===== config.mk =====
export PLATFORM = sky130hd
export DESIGN_NAME = adc_control_registers
export DESIGN_NICKNAME = d
export VERILOG_FILES = /design/src/adc_ctrl_pkg.sv /design/src/adc_control_registers.sv
export SDC_FILE = /design/constraint.sdc
export NUM_CORES = 1
export LEC_CHECK = 0
export BUFFER_PORTS_ARGS = -buffer_cell sky130_fd_sc_hd__buf_2
export CELL_PAD_IN_SITES_DETAIL_PLACEMENT = 0
export CELL_PAD_IN_SITES_GLOBAL_PLACEMENT = 1
export CORE_MARGIN = 2
export CORE_UTILIZATION = 25
export DETAILED_ROUTE_END_ITERATION = 10
export PLACE_DENSITY = 0.7
export SLEW_MARGIN = 10
export SYNTH_ARGS = -nofsm -noshare
export SYNTH_HDL_FRONTEND = slang
export SYNTH_SLANG_ARGS = --single-unit

===== constraint.sdc =====
create_clock -name aclk -period 5.59 [get_ports aclk]
set_input_delay 1.118 -clock aclk [delete_from_list [all_inputs] [get_ports aclk]]
set_output_delay 1.118 -clock aclk [all_outputs]
set_load 0.02 [all_outputs]

===== src/adc_ctrl_pkg.sv =====
package adc_ctrl_pkg;

  // ----------------------------------------------------------------
  // Register map
  // ----------------------------------------------------------------
  localparam int ADDR_W = 4;
  localparam logic [3:0] STATUS_CTRL_OFS = 4'h0;
  localparam logic [3:0] RESULT_OFS = 4'h4;
  localparam logic [3:0] CLOCK_CFG_OFS = 4'h8;

  // Status/control field positions
  localparam int COMPLETE_BIT = 7;
  localparam int IRQ_EN_BIT = 6;
  localparam int CONT_BIT = 5;
  localparam int CHAN_LSB = 0;
  localparam int CHAN_W = 5;

  // Clock configuration field positions
  localparam int PRESCALE_LSB = 5;
  localparam int PRESCALE_W = 3;
  localparam int SOURCE_BIT = 4;

  // Values after reset
  localparam logic [4:0] CHAN_RESET = 5'h1f;
  localparam logic [2:0] PRESCALE_RESET = 3'h0;
  localparam logic SOURCE_RESET = 1'b0;

  // Channel codes of note
  localparam logic [4:0] CHAN_LAST_PIN = 5'h0e;
  localparam logic [4:0] CHAN_REF_HIGH = 5'h1d;
  localparam logic [4:0] CHAN_REF_LOW = 5'h1e;
  localparam logic [4:0] CHAN_POWER_OFF = 5'h1f;
  localparam int PIN_CHANNELS = 15;

  // Conversion timing in converter clocks
  localparam logic [4:0] SAMPLE_CLKS = 5'h08;
  localparam logic [4:0] CONV_CLKS = 5'h10;

  // Bus responses
  localparam logic [1:0] RESP_OKAY = 2'h0;
  localparam logic [1:0] RESP_SLVERR = 2'h2;

  // Register selector
  typedef enum logic [1:0] {
    SEL_STATUS = 2'h0,
    SEL_RESULT = 2'h1,
    SEL_CLOCK = 2'h2,
    SEL_NONE = 2'h3
  } reg_sel_t;

  // Converter sequencer, Gray along idle -> run
  typedef enum logic [1:0] {
    CONV_IDLE = 2'h0,
    CONV_RUN = 2'h1
  } conv_state_t;

endpackage


===== src/adc_control_registers.sv =====
// The implementer's own choices: the AXI4-Lite slave port and the address map.
`timescale 1ns/10ps
module adc_control_registers (
  input wire logic aclk,
  input wire logic aresetn,
  input wire logic [adc_ctrl_pkg::ADDR_W-1:0] s_axi_awaddr,
  input wire logic s_axi_awvalid,
  output logic s_axi_awready,
  input wire logic [31:0] s_axi_wdata,
  input wire logic [3:0] s_axi_wstrb,
  input wire logic s_axi_wvalid,
  output logic s_axi_wready,
  output logic [1:0] s_axi_bresp,
  output logic s_axi_bvalid,
  input wire logic s_axi_bready,
  input wire logic [adc_ctrl_pkg::ADDR_W-1:0] s_axi_araddr,
  input wire logic s_axi_arvalid,
  output logic s_axi_arready,
  output logic [31:0] s_axi_rdata,
  output logic [1:0] s_axi_rresp,
  output logic s_axi_rvalid,
  input wire logic s_axi_rready,
  input wire logic crystal_clock,
  input wire logic input_below_trial,
  output logic [adc_ctrl_pkg::PIN_CHANNELS-1:0] analog_channel_en,
  output logic reference_high_sel,
  output logic reference_low_sel,
  output logic converter_power_down,
  output logic sample_enable,
  output logic [7:0] sar_trial,
  output logic conv_irq
);
  import adc_ctrl_pkg::*;

  // ----------------------------------------------------------------
  // Address decode
  // ----------------------------------------------------------------
  function automatic reg_sel_t decode_addr(input logic [ADDR_W-1:0] addr);
    if (addr == STATUS_CTRL_OFS) begin
      decode_addr = SEL_STATUS;
    end else if (addr == RESULT_OFS) begin
      decode_addr = SEL_RESULT;
    end else if (addr == CLOCK_CFG_OFS) begin
      decode_addr = SEL_CLOCK;
    end else begin
      decode_addr = SEL_NONE;
    end
  endfunction

  // Prescale code to terminal count (ratio minus one)
  function automatic logic [3:0] div_last(input logic [2:0] code);
    if (code[2]) begin
      div_last = 4'hf;
    end else if (code == 3'h3) begin
      div_last = 4'h7;
    end else if (code == 3'h2) begin
      div_last = 4'h3;
    end else if (code == 3'h1) begin
      div_last = 4'h1;
    end else begin
      div_last = 4'h0;
    end
  endfunction

  logic aw_got_q, w_got_q;
  logic [ADDR_W-1:0] awaddr_q;
  logic [31:0] wdata_q;
  logic wstrb0_q;
  logic bvalid_q, rvalid_q;
  logic [1:0] bresp_q, rresp_q;
  logic [31:0] rdata_q;
  logic wr_fire, rd_fire, stat_wr, clk_wr, res_rd;
  reg_sel_t wr_sel, rd_sel;

  logic complete_q, irq_en_q, cont_q, irq_q;
  logic [CHAN_W-1:0] chan_q;
  logic [PRESCALE_W-1:0] prescale_q;
  logic source_q;
  logic [7:0] result_q;

  logic xclk_q, src_tick, conv_clk_en;
  logic [3:0] div_q;

  conv_state_t state_q;
  logic [4:0] cnt_q;
  logic [7:0] sar_q, mask_q;
  logic done, start, new_irq_en;

  // ----------------------------------------------------------------
  // AXI4-Lite slave
  // ----------------------------------------------------------------
  assign s_axi_awready = !aw_got_q;
  assign s_axi_wready = !w_got_q;
  assign s_axi_arready = !rvalid_q;
  assign s_axi_bvalid = bvalid_q;
  assign s_axi_bresp = bresp_q;
  assign s_axi_rvalid = rvalid_q;
  assign s_axi_rresp = rresp_q;
  assign s_axi_rdata = rdata_q;

  // Address and data held until both are in; one write at a time
  assign wr_fire = aw_got_q && w_got_q && !bvalid_q;
  assign wr_sel = decode_addr(awaddr_q);
  assign rd_fire = s_axi_arvalid && !rvalid_q;
  assign rd_sel = decode_addr(s_axi_araddr);
  // A write with byte 0 disabled touches no register and starts nothing
  assign stat_wr = wr_fire && wstrb0_q && (wr_sel == SEL_STATUS);
  assign clk_wr = wr_fire && wstrb0_q && (wr_sel == SEL_CLOCK);
  assign res_rd = rd_fire && (rd_sel == SEL_RESULT);

  // Write address and data capture
  always_ff @(posedge aclk) begin
    if (!aresetn) begin
      aw_got_q <= 1'b0;
      w_got_q <= 1'b0;
      awaddr_q <= '0;
      wdata_q <= 32'h0000_0000;
      wstrb0_q <= 1'b0;
    end else begin
      if (s_axi_awvalid && !aw_got_q) begin
        aw_got_q <= 1'b1;
        awaddr_q <= s_axi_awaddr;
      end else if (wr_fire) begin
        aw_got_q <= 1'b0;
      end
      if (s_axi_wvalid && !w_got_q) begin
        w_got_q <= 1'b1;
        wdata_q <= s_axi_wdata;
        wstrb0_q <= s_axi_wstrb[0];
      end else if (wr_fire) begin
        w_got_q <= 1'b0;
      end
    end
  end

  // Write response
  always_ff @(posedge aclk) begin
    if (!aresetn) begin
      bvalid_q <= 1'b0;
      bresp_q <= RESP_OKAY;
    end else if (wr_fire) begin
      bvalid_q <= 1'b1;
      bresp_q <= (wr_sel == SEL_NONE) ? RESP_SLVERR : RESP_OKAY;
    end else if (s_axi_bready) begin
      bvalid_q <= 1'b0;
    end
  end

  // Read data; writes to the result register are accepted and dropped
  always_ff @(posedge aclk) begin
    if (!aresetn) begin
      rvalid_q <= 1'b0;
      rresp_q <= RESP_OKAY;
      rdata_q <= 32'h0000_0000;
    end else if (rd_fire) begin
      rvalid_q <= 1'b1;
      rresp_q <= RESP_OKAY;
      rdata_q <= 32'h0000_0000;
      if (rd_sel == SEL_STATUS) begin
        rdata_q[7:0] <= {complete_q, irq_en_q, cont_q, chan_q};
      end else if (rd_sel == SEL_RESULT) begin
        rdata_q[7:0] <= result_q;
      end else if (rd_sel == SEL_CLOCK) begin
        rdata_q[7:0] <= {prescale_q, source_q, 4'h0};
      end else begin
        rresp_q <= RESP_SLVERR;
      end
    end else if (s_axi_rready) begin
      rvalid_q <= 1'b0;
    end
  end

  // ----------------------------------------------------------------
  // Control registers
  // ----------------------------------------------------------------
  assign new_irq_en = wdata_q[IRQ_EN_BIT];

  // Mode and channel; power-down code out of reset
  always_ff @(posedge aclk) begin
    if (!aresetn) begin
      irq_en_q <= 1'b0;
      cont_q <= 1'b0;
      chan_q <= CHAN_RESET;
    end else if (stat_wr) begin
      irq_en_q <= new_irq_en;
      cont_q <= wdata_q[CONT_BIT];
      chan_q <= wdata_q[CHAN_LSB +: CHAN_W];
    end
  end

  // Clock setup; software keeps it still while converting
  always_ff @(posedge aclk) begin
    if (!aresetn) begin
      source_q <= SOURCE_RESET;
      prescale_q <= PRESCALE_RESET;
    end else if (clk_wr) begin
      source_q <= wdata_q[SOURCE_BIT];
      prescale_q <= wdata_q[PRESCALE_LSB +: PRESCALE_W];
    end
  end

  // Complete bit: flag or plain bit depending on irq enable
  always_ff @(posedge aclk) begin
    if (!aresetn) begin
      complete_q <= 1'b0;
    end else if (stat_wr && new_irq_en) begin
      complete_q <= wdata_q[COMPLETE_BIT];
    end else if (done && !irq_en_q && !(stat_wr && new_irq_en)) begin
      complete_q <= 1'b1;
    end else if (!irq_en_q && (stat_wr || res_rd)) begin
      complete_q <= 1'b0;
    end
  end

  // Interrupt request, set wins over the clearing access unless a status write turns irq enable off
  always_ff @(posedge aclk) begin
    if (!aresetn) begin
      irq_q <= 1'b0;
    end else if (done && irq_en_q && !(stat_wr && !new_irq_en)) begin
      irq_q <= 1'b1;
    end else if (stat_wr || res_rd) begin
      irq_q <= 1'b0;
    end
  end
  assign conv_irq = irq_q;

  // Result register, overwritten whether read or not
  always_ff @(posedge aclk) begin
    if (!aresetn) begin
      result_q <= 8'h00;
    end else if (done) begin
      result_q <= sar_q;
    end
  end

  // ----------------------------------------------------------------
  // Converter clock
  // ----------------------------------------------------------------
  // Crystal taken as a synchronous level; its rising edge is one tick
  always_ff @(posedge aclk) begin
    if (!aresetn) begin
      xclk_q <= 1'b0;
    end else begin
      xclk_q <= crystal_clock;
    end
  end

  assign src_tick = source_q ? 1'b1 : (crystal_clock && !xclk_q);

  assign conv_clk_en = src_tick && (div_q >= div_last(prescale_q));

  // Divider count; restarts so a prescale change cannot strand it
  always_ff @(posedge aclk) begin
    if (!aresetn) begin
      div_q <= 4'h0;
    end else if (conv_clk_en) begin
      div_q <= 4'h0;
    end else if (src_tick) begin
      div_q <= div_q + 4'h1;
    end
  end

  // ----------------------------------------------------------------
  // Conversion sequencer
  // ----------------------------------------------------------------
  // every status write starts, unless powering down
  assign start = stat_wr && (wdata_q[CHAN_LSB +: CHAN_W] != CHAN_POWER_OFF);
  // completion is already in the bus domain
  assign done = (state_q == CONV_RUN) && conv_clk_en && (cnt_q == CONV_CLKS);

  // Partial first period plus 16 full ones gives 16 to 17 clocks
  always_ff @(posedge aclk) begin
    if (!aresetn) begin
      state_q <= CONV_IDLE;
      cnt_q <= 5'h00;
    end else if (start) begin
      // A write mid-conversion abandons it and begins afresh
      state_q <= CONV_RUN;
      cnt_q <= 5'h00;
    end else if (stat_wr) begin
      state_q <= CONV_IDLE;
    end else begin
      case (state_q)
        CONV_RUN: begin
          if (done) begin
            cnt_q <= 5'h00;
            state_q <= cont_q ? CONV_RUN : CONV_IDLE;
          end else if (conv_clk_en) begin
            cnt_q <= cnt_q + 5'h01;
          end
        end
        default: begin
          state_q <= CONV_IDLE;
        end
      endcase
    end
  end

  // Successive approximation, MSB first after sampling
  always_ff @(posedge aclk) begin
    if (!aresetn) begin
      sar_q <= 8'h00;
      mask_q <= 8'h00;
    end else if (state_q == CONV_RUN && conv_clk_en) begin
      if (cnt_q == SAMPLE_CLKS - 5'h01) begin
        sar_q <= 8'h80;
        mask_q <= 8'h80;
      end else if (cnt_q >= SAMPLE_CLKS && cnt_q < CONV_CLKS) begin
        sar_q <= (input_below_trial ? (sar_q & ~mask_q) : sar_q) | (mask_q >> 1);
        mask_q <= mask_q >> 1;
      end
    end
  end

  assign sample_enable = (state_q == CONV_RUN) && (cnt_q < SAMPLE_CLKS);
  assign sar_trial = sar_q;

  // ----------------------------------------------------------------
  // Analogue routing
  // ----------------------------------------------------------------
  // one-hot pin select, port B then port D
  for (genvar i = 0; i < PIN_CHANNELS; i++) begin : g_pin
    assign analog_channel_en[i] = (chan_q == CHAN_W'(i));
  end
  // internal references; other codes route nothing
  assign reference_high_sel = (chan_q == CHAN_REF_HIGH);
  assign reference_low_sel = (chan_q == CHAN_REF_LOW);
  assign converter_power_down = (chan_q == CHAN_POWER_OFF);
endmodule


==> out/qor.csv <==
metric,value,unit
clkLatencyLatePin,330,ps
avgSynthCellArea,8.35,µm²
synth_area,3590,µm²
leakagePower,1.89,nW
finalCritPeriodShare,0.490,
cts_buffers,9,
drive_gt1_frac,0.199,
yosysSeqAreaShare,0.418,
hold_viol,0,
yosys-top-cells-area,"dfxtp_1, nand2_1, mux2i_1",
instances_no_fill,672,
diodes,0,
grt_pass1_vias,2748,
dp.cells,657,
maxCapViolations,0,
synth_edf_count,0,
clockBufferDepth,2,
tns,0,ps
drt_pass1_iterations,4,
drt_iter0_markers,198,
rows,43,
cp_cell_sequence,or3b_2 > nor3_1 > buf_2,
yosysTopAreaCellShare,0.418,
drv_slew,0,
powerDensity,306,nW/µm²
hold_ws,467,ps
dieArea,15300,µm²
ios,122,
r2r-start,prescale_q[0],
cts_tree,built,
die_w,124,µm
vias,3097,
relSlewSlack,0.367,
final_cell_mix,"dfxtp_1, nand2_1, buf_2",
final_common_cell,dfxtp_1,
coreArea,13900,µm²
max_stage_delay,520,ps
overflow,0,
ys_ff_latch,75,
reg2reg_setup_slack,3040,ps
crit_path_end,analog_channel_en[8],
synth_mux_area_frac,0.0669,
gp_congestion,0.739,
hold_buffers,0,
synth_compound_area_frac,0.133,
async_flop_share,0,
antenna_found_initial,0,
vias_per_cell,4.61,
slowest_stage,or3b_2,
hp-class,register to register,
synth_top_family_by_area,simple AND/OR/NAND/NOR gates,
cp-start-kind,register,
period_minus_slack,2740,ps
irDropWorstVdd,0.128,mV
synthFlopType,dfxtp_1,
layout.nets,548,
cts_max_level,3,
synth_cells,430,
synth_fa_ha_area_frac,0.0244,
wire_per_inst,12.7,µm
drt_wl_total,8560,µm
reg2reg_to,sar_trial[2],
clk_pin_slew,60,ps
grt_setup_unrepaired,no,
critPathRequiredTime,4470,ps
worstMarginPinSlew,942,ps
grt_first_pass_wirelength,13600,µm
power,0.00131,W
yosysWarningCount,0,
cts_resized,0,
reg2reg_depth,7,
area_growth,19.7,%
setup_viol,0,
hold_start,conv_irq,
io_buffers,68,
fin_skew,3.73,ps
grt_max_degree,45,
antenna_left,0,
start_util,0.258,
synth_largest_area_cell,dfxtp_1,
fillCellCount,1508,
synth.distinct_cells,54,
die_h,124,µm
crit_path_max_fanout,7,
criticalPathCategory,register to output port,
startpoint,chan_q[3],
postCtsSetupRepairBufs,0,
post-route-drc-count,0,
grtUsageTotal,0.113,
synthXorXnorAreaFrac,0.00732,
end_kind,output port,
synth-simple-area-share,0.249,
status,"finished, final reports clean",
cts_sinks,75,
arrival,1620,ps
fmax,0.365,GHz
root_buffer,clkbuf_16,
dp.final_hpwl,6400,µm
[worst min path at each step]
stage,to,slack (ps),cells after the start
finish,conv_irq,470,2
global route,conv_irq,500,2
CTS,conv_irq,460,2
detailed placement,conv_irq,450,2
global placement,s_axi_rresp[1],450,2
floorplan,wstrb0_q,440,2
[cell families after synthesis]
kind of cell,after synthesis
AND/OR/NAND/NOR,191
adder cells (fa/ha/maj),7
multiplexers,24
AO/OA/AOI/OAI,69
XOR/XNOR,3
other,1
flip-flops,75
buffers and inverters,60
[where the power goes]
part           leakage [nW]  switching (W)  internal [W]  total (W)
registers             0.608     0.00000915      0.000546   0.000555
logic                  1.11      0.0000609     0.0000274  0.0000883
clock network         0.168       0.000214      0.000458   0.000671
total                  1.89       0.000284       0.00103    0.00131
[Yosys cell counts, types with 3 or more instances]
library cell and count:
a21oi_1 25, a22o_1 7, a22oi_1 4, a31oi_1 3, a32o_1 7, and3_1 3, buf_4 26, clkbuf_1 15
dfxtp_1 75, ha_1 7, inv_1 12, mux2i_1 24, nand2_1 71, nand2b_1 6, nand3_1 16, nor2_1 51
nor2b_1 3, nor3_1 12, o21ai_0 10, o31ai_1 4, or3_1 4, or4_1 3
[area by class of cell]
| type | instances | area (µm²) | share of cell area |
|---|---|---|---|
| multi-input cells | 320 | 1820 | 0.424 |
| well taps | 180 | 225 | 0.0524 |
| clock buffers | 11 | 253 | 0.0588 |
| clock inverters | 4 | 97.6 | 0.0227 |
| inverters | 13 | 48.8 | 0.0114 |
| repair buffers | 69 | 348 | 0.0810 |
| flip-flops and latches | 75 | 1500 | 0.349 |
[metrics by stage]
stage / area, µm² / utilization / setup WS [ps]
floorplan: 3680 / - / 3090
global placement: 3950 / 0.283 / 2750
detailed placement: 3950 / 0.283 / 2730
CTS: 4300 / 0.308 / 2850
global route: 4300 / 0.308 / 2780
finish: 4300 / 0.308 / 2850
[flip-flops by register name, indices dropped and copies added, names as in the netlist, 3 cells and up]
register     flops
s_axi_rdata      8
chan_q           5
wdata_q          8
mask_q           8
div_q            4
result_q         8
awaddr_q         4
prescale_q       3
sar_trial        8
cnt_q            5
[per-layer routing]
metal | vias up | track usage | routed length (µm)
met3 | 9 | 0.0266 | 612
met1 | 1435 | 0.153 | 4100
met4 | 0 | 0.0405 | 92
met5 | - | 0 | 0
met2 | 101 | 0.175 | 3760
li1 | 1552 | - | -
[worst max-delay path, delay by kind of cell, from the launching register on]
| family | cells | cell delay, ps |
|---|---|---|
| buffers and inverters | 1 | 190 |
| flip-flops | 1 | 430 |
| AND/OR/NAND/NOR | 2 | 680 |
Note: power is estimated with default switching activity, not from simulation.
